===== src/inc/timer_c_pkg.sv =====
// Shared constants and types of the reload timer with watchdog and pin output
package timer_c_pkg;

    localparam int ADDR_W = 12;
    localparam int DATA_W = 32;

    // Register indices; the byte address is four times the index
    localparam logic [7:0] IDX_IRQ_FLAG  = 8'h02;
    localparam logic [7:0] IDX_MODE      = 8'h0d;
    localparam logic [7:0] IDX_LOAD_LO   = 8'h0e;
    localparam logic [7:0] IDX_LOAD_HI   = 8'h0f;
    localparam logic [7:0] IDX_OUT_MODE  = 8'h14;
    localparam logic [7:0] IDX_WDOG      = 8'h20;

    // Field positions
    localparam int IRQ_FLAG_BIT = 2;
    localparam int WDOG_BIT     = 1;
    localparam int RELOAD_BIT   = 3;

    // Counter limits
    localparam logic [7:0] COUNT_MAX  = 8'hff;
    localparam logic [7:0] COUNT_ZERO = 8'h00;

    // Reset values
    localparam logic [3:0] MODE_RESET     = 4'h0;
    localparam logic [3:0] LOAD_LO_RESET  = 4'h0;
    localparam logic [3:0] LOAD_HI_RESET  = 4'h0;
    localparam logic [2:0] OUT_MODE_RESET = 3'h0;

    // Pin output modes
    typedef enum logic [2:0] {
        OUT_PORT   = 3'b000,
        OUT_TOGGLE = 3'b001,
        OUT_LOW    = 3'b010,
        OUT_HIGH   = 3'b011,
        OUT_PWM    = 3'b100
    } out_mode_t;

    // Prescaler chain and input clock periods in instruction cycles
    localparam int PRESC_W        = 11;
    localparam int CLKS_PER_TCYC  = 1;
    localparam int unsigned INPUT_PERIOD_TCYC [8] = '{2048, 1024, 512, 128, 32, 8, 4, 2};

endpackage : timer_c_pkg


===== src/inc/timer_link_if.sv =====
// Signals shared by the counter core, the prescaler taps and the pin waveform unit
`timescale 1ns/1ps
interface timer_link_if;
    logic                  tick;
    logic [2:0]            clk_sel;
    logic                  hold;
    logic                  overflow;
    logic [7:0]            count;
    logic [7:0]            load;
    timer_c_pkg::out_mode_t out_mode;

    modport presc (input clk_sel, input hold, output tick);
    modport core  (output clk_sel, output hold, output overflow, output count,
                   output load, output out_mode, input tick);
    modport wave  (input overflow, input count, input load, input out_mode, input hold);
endinterface : timer_link_if


===== src/design/prescaler_tap.sv =====
// Prescaler division chain with a selectable tap that yields one-cycle count pulses
`timescale 1ns/1ps
module prescaler_tap (
    input  wire logic mclk_in,
    input  wire logic reset_n_in,
    timer_link_if.presc lnk
);
    typedef struct packed {
        logic [timer_c_pkg::PRESC_W-1:0] chain;
        logic                            tick;
    } presc_state_t;

    presc_state_t state_reg;
    presc_state_t state_next;

    function automatic logic [timer_c_pkg::PRESC_W-1:0] tap_mask(input logic [2:0] sel);
        tap_mask = timer_c_pkg::PRESC_W'(timer_c_pkg::INPUT_PERIOD_TCYC[sel]
                                         * timer_c_pkg::CLKS_PER_TCYC - 1);
    endfunction : tap_mask

    always_comb begin
        state_next = state_reg;
        if (lnk.hold) begin
            state_next.chain = '0;
            state_next.tick  = 1'b0;
        end else begin
            state_next.chain = state_reg.chain + 1'b1;
            // One pulse each time the tapped low bits roll over
            state_next.tick  = (state_reg.chain & tap_mask(lnk.clk_sel)) == tap_mask(lnk.clk_sel);
        end
    end

    always_ff @(posedge mclk_in) begin
        if (!reset_n_in) begin
            state_reg <= '0;
        end else begin
            state_reg <= state_next;
        end
    end

    assign lnk.tick = state_reg.tick;
endmodule : prescaler_tap


===== src/design/pin_wave.sv =====
// Timer output pin waveform: toggle, low, high and pulse-width modes
`timescale 1ns/1ps
module pin_wave (
    input  wire logic  mclk_in,
    input  wire logic  reset_n_in,
    timer_link_if.wave lnk,
    input  wire logic  port_data_in,
    output logic       pin_level_out,
    output logic       pin_is_timer_out
);
    typedef struct packed {
        logic level;
        logic pin;
        logic owned;
    } wave_state_t;

    wave_state_t state_reg;
    wave_state_t state_next;
    logic        timer_mode;

    always_comb begin
        state_next = state_reg;
        timer_mode = 1'b0;
        case (lnk.out_mode)
            timer_c_pkg::OUT_TOGGLE: begin
                timer_mode = 1'b1;
                if (lnk.overflow) state_next.level = ~state_reg.level;
            end
            timer_c_pkg::OUT_LOW: begin
                timer_mode = 1'b1;
                if (lnk.overflow) state_next.level = 1'b0;
            end
            timer_c_pkg::OUT_HIGH: begin
                timer_mode = 1'b1;
                if (lnk.overflow) state_next.level = 1'b1;
            end
            // high below load value, low from it to overflow
            timer_c_pkg::OUT_PWM: begin
                timer_mode       = 1'b1;
                state_next.level = lnk.count < lnk.load;
            end
            default: begin
                timer_mode = 1'b0;
            end
        endcase
        // pin follows timer or port data
        state_next.owned = timer_mode;
        state_next.pin   = timer_mode ? state_next.level : port_data_in;
    end

    always_ff @(posedge mclk_in) begin
        if (!reset_n_in) begin
            state_reg <= '0;
        end else begin
            state_reg <= state_next;
        end
    end

    assign pin_level_out    = state_reg.pin;
    assign pin_is_timer_out = state_reg.owned;
endmodule : pin_wave


===== src/design/timer_c_top.sv =====
// Eight-bit reload timer with watchdog reset, pin output and an APB register slave
//
// Operation
// - Mode register picks reload and clock tap
// - Count up once per selected pulse
// - Overflow on pulse at maximum count
// - Reload mode reloads write value on overflow
// - Free-running mode wraps to zero
// - Overflow sets flag bit 2 at 002
// - Flag cleared by software, reset, stop
// - Watchdog flag makes overflow reset MCU
// - Output mode register assigns pin to timer
// - Pin driven low after reset
// - Toggle mode inverts pin on overflow
// - Low mode forces pin low on overflow
// - High mode forces pin high on overflow
// - PWM shape from mode and write value
// - Mode register: reload bit, period select
// - Low nibble staged, high nibble loads counter
// - Output codes: port, toggle, low, high
// - High read live, latches low nibble
`timescale 1ns/1ps
module timer_c_top (
    input  wire logic        mclk_in,
    input  wire logic        reset_n_in,
    input  wire logic        stop_mode_in,
    input  wire logic        port_data_in,
    input  wire logic        psel_in,
    input  wire logic        penable_in,
    input  wire logic        pwrite_in,
    input  wire logic [11:0] paddr_in,
    input  wire logic [31:0] pwdata_in,
    output logic      [31:0] prdata_out,
    output logic             pready_out,
    output logic             pslverr_out,
    output logic             mcu_reset_out,
    output logic             timer_output_pin_out,
    output logic             pin_is_timer_out
);
    typedef struct packed {
        logic [3:0]  count_hi;
        logic [3:0]  count_lo;
        logic [3:0]  load_hi;
        logic [3:0]  load_lo;
        logic [3:0]  read_lo_latch;
        logic        reload_sel;
        logic [2:0]  clk_sel;
        logic [2:0]  out_mode;
        logic        irq_flag;
        logic        wdog_on;
        logic        mcu_reset;
        logic        pready;
        logic        pslverr;
        logic [31:0] prdata;
    } core_state_t;

    core_state_t  state_reg;
    core_state_t  state_next;
    timer_link_if lnk ();

    logic         setup_phase;
    logic         write_done;
    logic         read_setup;
    logic         overflow;
    logic         mapped;
    logic [7:0]   count_now;
    logic [7:0]   load_now;
    logic [7:0]   count_inc;

    // Register index match on an aligned word address
    function automatic logic reg_hit(input logic [11:0] addr, input logic [7:0] idx);
        reg_hit = (addr[1:0] == 2'b00) && (addr[11:2] == {2'b00, idx});
    endfunction : reg_hit

    // Every register that answers a read or a write
    function automatic logic any_hit(input logic [11:0] addr);
        any_hit = reg_hit(addr, timer_c_pkg::IDX_IRQ_FLAG)
                | reg_hit(addr, timer_c_pkg::IDX_MODE)
                | reg_hit(addr, timer_c_pkg::IDX_LOAD_LO)
                | reg_hit(addr, timer_c_pkg::IDX_LOAD_HI)
                | reg_hit(addr, timer_c_pkg::IDX_OUT_MODE)
                | reg_hit(addr, timer_c_pkg::IDX_WDOG);
    endfunction : any_hit

    assign count_now = {state_reg.count_hi, state_reg.count_lo};
    assign load_now  = {state_reg.load_hi, state_reg.load_lo};
    assign count_inc = count_now + 8'h01;

    assign setup_phase = psel_in && !penable_in;
    assign write_done  = psel_in && penable_in && state_reg.pready && pwrite_in;
    assign read_setup  = setup_phase && !pwrite_in;
    assign mapped      = any_hit(paddr_in);

    // overflow at maximum on input pulse
    assign overflow = lnk.tick && (count_now == timer_c_pkg::COUNT_MAX);

    always_comb begin
        state_next = state_reg;

        // Counting; a high nibble write below takes priority
        if (lnk.tick) begin
            if (overflow) begin
                if (state_reg.reload_sel) begin
                    state_next.count_hi = state_reg.load_hi;
                    state_next.count_lo = state_reg.load_lo;
                end else begin
                    state_next.count_hi = timer_c_pkg::COUNT_ZERO[7:4];
                    state_next.count_lo = timer_c_pkg::COUNT_ZERO[3:0];
                end
            end else begin
                state_next.count_hi = count_inc[7:4];
                state_next.count_lo = count_inc[3:0];
            end
        end

        // Watchdog reset pulse
        // overflow with watchdog on
        state_next.mcu_reset = overflow && state_reg.wdog_on;

        // APB answer, registered in the setup cycle: no wait states
        state_next.pready  = setup_phase;
        state_next.pslverr = setup_phase && !mapped;
        if (read_setup) begin
            state_next.prdata = '0;
            if (reg_hit(paddr_in, timer_c_pkg::IDX_IRQ_FLAG)) begin
                state_next.prdata[timer_c_pkg::IRQ_FLAG_BIT] = state_reg.irq_flag;
            end
            if (reg_hit(paddr_in, timer_c_pkg::IDX_LOAD_LO)) begin
                state_next.prdata[3:0] = state_reg.read_lo_latch;
            end
            if (reg_hit(paddr_in, timer_c_pkg::IDX_LOAD_HI)) begin
                state_next.prdata[3:0]   = state_reg.count_hi;
                state_next.read_lo_latch = state_reg.count_lo;
            end
            if (reg_hit(paddr_in, timer_c_pkg::IDX_OUT_MODE)) begin
                state_next.prdata[2:0] = state_reg.out_mode;
            end
            if (reg_hit(paddr_in, timer_c_pkg::IDX_WDOG)) begin
                state_next.prdata[timer_c_pkg::WDOG_BIT] = state_reg.wdog_on;
            end
        end else if (setup_phase) begin
            state_next.prdata = '0;
        end

        // Register writes take effect at the completing access edge
        if (write_done) begin
            if (reg_hit(paddr_in, timer_c_pkg::IDX_MODE)) begin
                state_next.reload_sel = pwdata_in[timer_c_pkg::RELOAD_BIT];
                state_next.clk_sel    = pwdata_in[2:0];
            end
            if (reg_hit(paddr_in, timer_c_pkg::IDX_LOAD_LO)) begin
                state_next.load_lo = pwdata_in[3:0];
            end
            if (reg_hit(paddr_in, timer_c_pkg::IDX_LOAD_HI)) begin
                state_next.load_hi  = pwdata_in[3:0];
                state_next.count_hi = pwdata_in[3:0];
                state_next.count_lo = state_reg.load_lo;
            end
            if (reg_hit(paddr_in, timer_c_pkg::IDX_OUT_MODE)) begin
                state_next.out_mode = pwdata_in[2:0];
            end
            if (reg_hit(paddr_in, timer_c_pkg::IDX_WDOG)) begin
                state_next.wdog_on = pwdata_in[timer_c_pkg::WDOG_BIT];
            end
            if (reg_hit(paddr_in, timer_c_pkg::IDX_IRQ_FLAG)) begin
                if (!pwdata_in[timer_c_pkg::IRQ_FLAG_BIT]) begin
                    state_next.irq_flag = 1'b0;
                end
            end
        end

        // overflow sets flag, wins over software clear
        if (overflow) begin
            state_next.irq_flag = 1'b1;
        end

        // Stop mode clears counter, modes, low nibble and flag
        if (stop_mode_in) begin
            state_next.irq_flag   = 1'b0;
            state_next.count_hi   = timer_c_pkg::COUNT_ZERO[7:4];
            state_next.count_lo   = timer_c_pkg::COUNT_ZERO[3:0];
            state_next.load_lo    = timer_c_pkg::LOAD_LO_RESET;
            state_next.reload_sel = timer_c_pkg::MODE_RESET[timer_c_pkg::RELOAD_BIT];
            state_next.clk_sel    = timer_c_pkg::MODE_RESET[2:0];
            state_next.out_mode   = timer_c_pkg::OUT_MODE_RESET;
            state_next.mcu_reset  = 1'b0;
        end
    end

    always_ff @(posedge mclk_in) begin
        if (!reset_n_in) begin
            state_reg.count_hi      <= timer_c_pkg::COUNT_ZERO[7:4];
            state_reg.count_lo      <= timer_c_pkg::COUNT_ZERO[3:0];
            state_reg.load_hi       <= timer_c_pkg::LOAD_HI_RESET;
            state_reg.load_lo       <= timer_c_pkg::LOAD_LO_RESET;
            state_reg.read_lo_latch <= 4'h0;
            state_reg.reload_sel    <= timer_c_pkg::MODE_RESET[timer_c_pkg::RELOAD_BIT];
            state_reg.clk_sel       <= timer_c_pkg::MODE_RESET[2:0];
            state_reg.out_mode      <= timer_c_pkg::OUT_MODE_RESET;
            state_reg.irq_flag      <= 1'b0;
            state_reg.wdog_on       <= 1'b0;
            state_reg.mcu_reset     <= 1'b0;
            state_reg.pready        <= 1'b0;
            state_reg.pslverr       <= 1'b0;
            state_reg.prdata        <= '0;
        end else begin
            state_reg <= state_next;
        end
    end

    // Link towards prescaler taps and waveform unit
    assign lnk.clk_sel  = state_reg.clk_sel;
    assign lnk.hold     = stop_mode_in;
    assign lnk.overflow = overflow;
    assign lnk.count    = count_now;
    assign lnk.load     = load_now;
    assign lnk.out_mode = timer_c_pkg::out_mode_t'(state_reg.out_mode);

    prescaler_tap u_presc (
        .mclk_in    (mclk_in),
        .reset_n_in (reset_n_in),
        .lnk        (lnk.presc)
    );

    pin_wave u_wave (
        .mclk_in          (mclk_in),
        .reset_n_in       (reset_n_in),
        .lnk              (lnk.wave),
        .port_data_in     (port_data_in),
        .pin_level_out    (timer_output_pin_out),
        .pin_is_timer_out (pin_is_timer_out)
    );

    assign prdata_out    = state_reg.prdata;
    assign pready_out    = state_reg.pready;
    assign pslverr_out   = state_reg.pslverr;
    assign mcu_reset_out = state_reg.mcu_reset;
endmodule : timer_c_top


===== config.mk =====
export PLATFORM = sky130hd
export DESIGN_NAME = timer_c_top
export DESIGN_NICKNAME = d
export VERILOG_FILES = /design/src/inc/timer_c_pkg.sv /design/src/inc/timer_link_if.sv /design/src/design/prescaler_tap.sv /design/src/design/pin_wave.sv /design/src/design/timer_c_top.sv
export SDC_FILE = /design/constraint.sdc
export NUM_CORES = 1
export LEC_CHECK = 0
export ABC_CLOCK_PERIOD_IN_PS = 3500
export BUFFER_PORTS_ARGS = -buffer_cell sky130_fd_sc_hd__buf_2
export CAP_MARGIN = 20
export CORE_MARGIN = 8
export CORE_UTILIZATION = 50
export CTS_BUF_LIST = sky130_fd_sc_hd__clkbuf_4 sky130_fd_sc_hd__clkbuf_8
export CTS_CLUSTER_SIZE = 12
export DETAILED_ROUTE_END_ITERATION = 6
export GPL_TIMING_DRIVEN = 0
export MAX_ROUTING_LAYER = met4
export PLACE_DENSITY_LB_ADDON = 0.15
export SETUP_SLACK_MARGIN = 0.1
export SLEW_MARGIN = 20
export SYNTH_ARGS = -nofsm -noshare
export SYNTH_HDL_FRONTEND = slang
export SYNTH_SLANG_ARGS = --single-unit

===== constraint.sdc =====
create_clock -name mclk_in -period 3.5 [get_ports mclk_in]
set_input_delay 0.525 -clock mclk_in [delete_from_list [all_inputs] [get_ports mclk_in]]
set_output_delay 0.525 -clock mclk_in [all_outputs]
set_load 0.01 [all_outputs]

==> qor.log <==
qor: status.outcome finished, final reports clean
qor: critical_path.worstPathCellList clkbuf_1 > nand2_1 > nor4_2 > inv_1 > ha_1 > or2_2 > a31oi_1 > a21oi_1 > a31oi_1 > o21ai_0
qor: floorplanning.coreArea 5850 um^2
qor: yosys.yosysMostFrequentCell sky130_fd_sc_hd__dfxtp_1
qor: global_routing.antenna_found_initial 0
qor: yosys.synthesis.area 2990 um^2
qor: yosys.synth_enable_flop_cells 0
qor: critical_path.regToRegStartpoint u_presc.lnk.tick
qor: placement.count_of_input_and_output_buffers 29
qor: pwr.sequentialPowerShare 0.573
qor: yosys.netlist-cell-type-count 56
qor: timing.finClkSkew 5.15 ps
qor: yosys.synth-seq-area-share 0.341
qor: yosys.cell_types_with_the_highest_counts_after_synthesis 51 x sky130_fd_sc_hd__dfxtp_1, 33 x sky130_fd_sc_hd__nor2_1, 32 x sky130_fd_sc_hd__buf_4, 32 x sky130_fd_sc_hd__nand2_1, 24 x sky130_fd_sc_hd__a21oi_1
qor: yosys.synth.ff_latch_count 51
qor: detailed_routing.routed-via-count 2708
qor: job.max_cap_violations 0
qor: pwr.power_density 297 nW/um^2
qor: timing.slew-limit-headroom 0.501
qor: detailed_routing.drcViolationCount 0
qor: layout.largest_reg_flops 11
qor: cts.cts_tree built
qor: detailed_routing.average_wire_per_standard_cell 14.2 um
qor: global_routing.grt_use_total 0.171
qor: timing.finalHoldViolations 0
qor: critical_path.worst-r2r-setup-slack 550 ps
qor: detailed_routing.post_drt_via_cell_ratio 5.35
qor: placement.detailedPlace.worstSlack 279 ps
qor: timing.number_of_setup_violations_in_the_final_report 0
qor: yosys.synth_ff_type sky130_fd_sc_hd__dfxtp_1
qor: hold_path.hold_end prdata_out[0]
qor: yosys.ys_top_cells_by_area sky130_fd_sc_hd__dfxtp_1 34%, sky130_fd_sc_hd__buf_4 8.0%, sky130_fd_sc_hd__ha_1 5.4%, sky130_fd_sc_hd__mux2i_1 5.0%, sky130_fd_sc_hd__nor2_1 4.1%
qor: pwr.cell_internal_pwr 0.000760 W
qor: timing.post-route-min-period 2950 ps
qor: cts.ctsHtreeMaxLevel 2
qor: hold_path.timing.hold.worst.start prdata_out[0]
qor: yosys.syn-mean-instance-area 8.15 um^2
qor: floorplanning.vertical_extent_of_the_die 93.4 um
qor: detailed_routing.dr.pass1.iters 4
qor: pwr.vdd_drop_max 0.151 mV
qor: placement.placed_cells 498
qor: pwr.leakagePower 1.37 nW
qor: critical_path.timing_worst_setup_path_type reg -> reg
qor: placement.placed_cell_area 3330 um^2
qor: critical_path.slowest_stage sky130_fd_sc_hd__nor4_2
qor: yosys.postSynth.asyncResetShare 0
qor: timing.post_route_setup_slack 550 ps
qor: hold_path.hp-class reg -> reg
qor: critical_path.critical-path-top-cell-by-count sky130_fd_sc_hd__a31oi_1
qor: yosys.synthCells 367
qor: floorplanning.start_util 0.512
qor: timing.fmax 0.339 GHz
qor: timing.final.period_utilization 0.843
qor: cts.holdBufCountCts 0
qor: pwr.share_of_power_burned_in_the_clock_network 0.338
qor: critical_path.reg2regPathDepth 10
qor: layout.n_diodes 0
qor: yosys.netlist.top_cell.by_area sky130_fd_sc_hd__dfxtp_1
qor: hold_path.whs_path_depth 2
qor: critical_path.worst-endpoint-arrival 3130 ps
qor: layout.final_core_util 0.586
qor: timing.report.final.slew_viol_count 0
qor: layout.final-instance-count-excl-fill 506
qor: placement.dpl.hpwl 5.59 mm
qor: cts.post_cts.repair.setup_buffers 0
qor: cts.path_clk_slew 100 ps
qor: layout.finalInstanceArea 3430 um^2
qor: timing.tightestPinTransition 741 ps
qor: critical_path.startpoint_type flip-flop
qor: pwr.power.share.combinational 0.089
qor: floorplanning.die_w 93.4 um
qor: layout.final_nets 494
qor: cts.clock_latency 310 ps
qor: global_routing.grt_start_max_net_pins 17
qor: placement.gp_congestion 0.911
qor: global_routing.grt_pass1_wl 11.9 mm
qor: pwr.net-switching-power 0.000259 W
qor: detailed_routing.postRouteWirelength 7.18 mm
qor: floorplanning.num_io_pins 88
qor: critical_path.critical_path.endpoint_type flip-flop
qor: critical_path.worst-path-max-fanout 10
qor: layout.area_growth_syn_to_layout 14.5%
qor: detailed_routing.ant_nets 0
qor: global_routing.globalRouteOverflowTotal 0
qor: cts.sink_count 51
qor: critical_path.worstPathRequired 3680 ps
qor: floorplanning.die_footprint 8720 um^2
qor: layout.drive_above_1_share 0.183
qor: cts.cts_max_path_buffers 2
qor: critical_path.reg2reg_to u_wave.state_reg[2]
qor: pwr.power.share.switching 0.254
qor: yosys.yosysWarningCount 0
qor: timing.rsz0062_at_grt no
qor: floorplanning.core.rowCount 28
qor: global_routing.vias_in_the_first_global_route 2542
qor: detailed_routing.drt-initial-drc-count 141
qor: timing.setup_tns 0 ps
qor: critical_path.timing.critical_path.slowest_cell_delay 540 ps
qor: cts.cts_made_buffers 5
qor: cts.post_cts_resize_count 0
qor: cts.root_buffer sky130_fd_sc_hd__clkbuf_8
qor: yosys.synth.top_cell.area_share 0.341
## metal layers
metal,share of wire,routed length [um],up-vias,global-route usage
met5,0,0,-,-
met3,0.063,453,16,0.0417
met1,0.47,3360,1238,0.213
met4,0.023,163,0,0.0671
li1,-,-,1367,-
met2,0.45,3210,87,0.260
## kinds of logic (layout without fill, tap and decap cells)
group                      count (synthesis)  after routing  synth area share
AOI/OAI and AO/OA                         75             75             0.156
xor gates and xnor gates                   9              9            0.0263
adders and majority gates                 14             14            0.0577
buffers and inverters                     66            103             0.126
DFF                                       51             51             0.341
muxes                                     15             15            0.0502
other                                      1             28           0.00125
and+or+nand+nor                          136            136             0.241
## worst max-delay path: cells and delay by family, from the launching register on
| kind | cells | cell delay [ps] |
|---|---|---|
| and+or+nand+nor | 3 | 1000 |
| buffers and inverters | 2 | 610 |
| DFF | 1 | 320 |
| AOI/OAI and AO/OA | 4 | 570 |
| adders and majority gates | 1 | 320 |
## power by group through the flow
stage	clock network (W)	logic (W)	registers, W
2_1_floorplan	0	0.0000585	0.000598
3_3_place_gp	0	0.0000882	0.000597
3_5_place_dp	0	0.0000892	0.000598
4_1_cts	0.000351	0.0000892	0.000584
5_1_grt	0.000369	0.000100	0.000585
6_report	0.000344	0.0000911	0.000584
## area by class of cell
cell class / instances / area, um^2
Buffer: 49 / 314
Clock buffer: 5 / 68.8
Clock inverter: 3 / 20.0
Fill cell: 576 / 2420
Inverter: 17 / 63.8
Multi-Input combinational cell: 277 / 1700
Sequential cell: 51 / 1020
Tap cell: 75 / 93.8
Timing Repair Buffer: 29 / 145
## cell usage in the layout (no fill, tap or decap), types with 4 or more instances in the layout
cell type and count:
sky130_fd_sc_hd__dfxtp_1 51, sky130_fd_sc_hd__nor2_1 33, sky130_fd_sc_hd__nand2_1 32, sky130_fd_sc_hd__buf_4 32, sky130_fd_sc_hd__buf_2 31, sky130_fd_sc_hd__conb_1 28
sky130_fd_sc_hd__a21oi_1 24, sky130_fd_sc_hd__inv_1 17, sky130_fd_sc_hd__nand3_1 15, sky130_fd_sc_hd__mux2i_1 15, sky130_fd_sc_hd__clkbuf_1 13, sky130_fd_sc_hd__ha_1 13
sky130_fd_sc_hd__o21ai_0 10, sky130_fd_sc_hd__or3_1 9, sky130_fd_sc_hd__nand4_1 8, sky130_fd_sc_hd__a31oi_1 7, sky130_fd_sc_hd__nand2b_1 6, sky130_fd_sc_hd__nor3_1 6
sky130_fd_sc_hd__xor2_1 5, sky130_fd_sc_hd__o22ai_1 5, sky130_fd_sc_hd__clkbuf_8 5, sky130_fd_sc_hd__xnor2_1 4, sky130_fd_sc_hd__o21ai_1 4, sky130_fd_sc_hd__o211ai_1 4
sky130_fd_sc_hd__o31ai_1 4
## stage by stage
step	hold slack, ps	power [W]
2_1_floorplan	427	0.000657
6_report	462	0.00102
3_3_place_gp	444	0.000686
5_1_grt	488	0.00105
3_5_place_dp	450	0.000687
4_1_cts	468	0.00102
## worst max-delay path by stage
| stage | from | to | slack, ps | cells past startpoint |
|---|---|---|---|---|
| floorplan | u_presc.lnk.tick | u_wave.pin_level_out | 940 | 10 |
| global placement | u_presc.lnk.tick | u_wave.pin_level_out | 350 | 10 |
| detailed placement | u_presc.lnk.tick | u_wave.state_reg[2] | 280 | 10 |
| CTS | u_presc.lnk.tick | u_wave.state_reg[2] | 240 | 10 |
| global route | u_presc.lnk.tick | u_wave.state_reg[2] | 320 | 10 |
| finish | u_presc.lnk.tick | u_wave.state_reg[2] | 550 | 10 |
(Power assumes the default switching activity.)
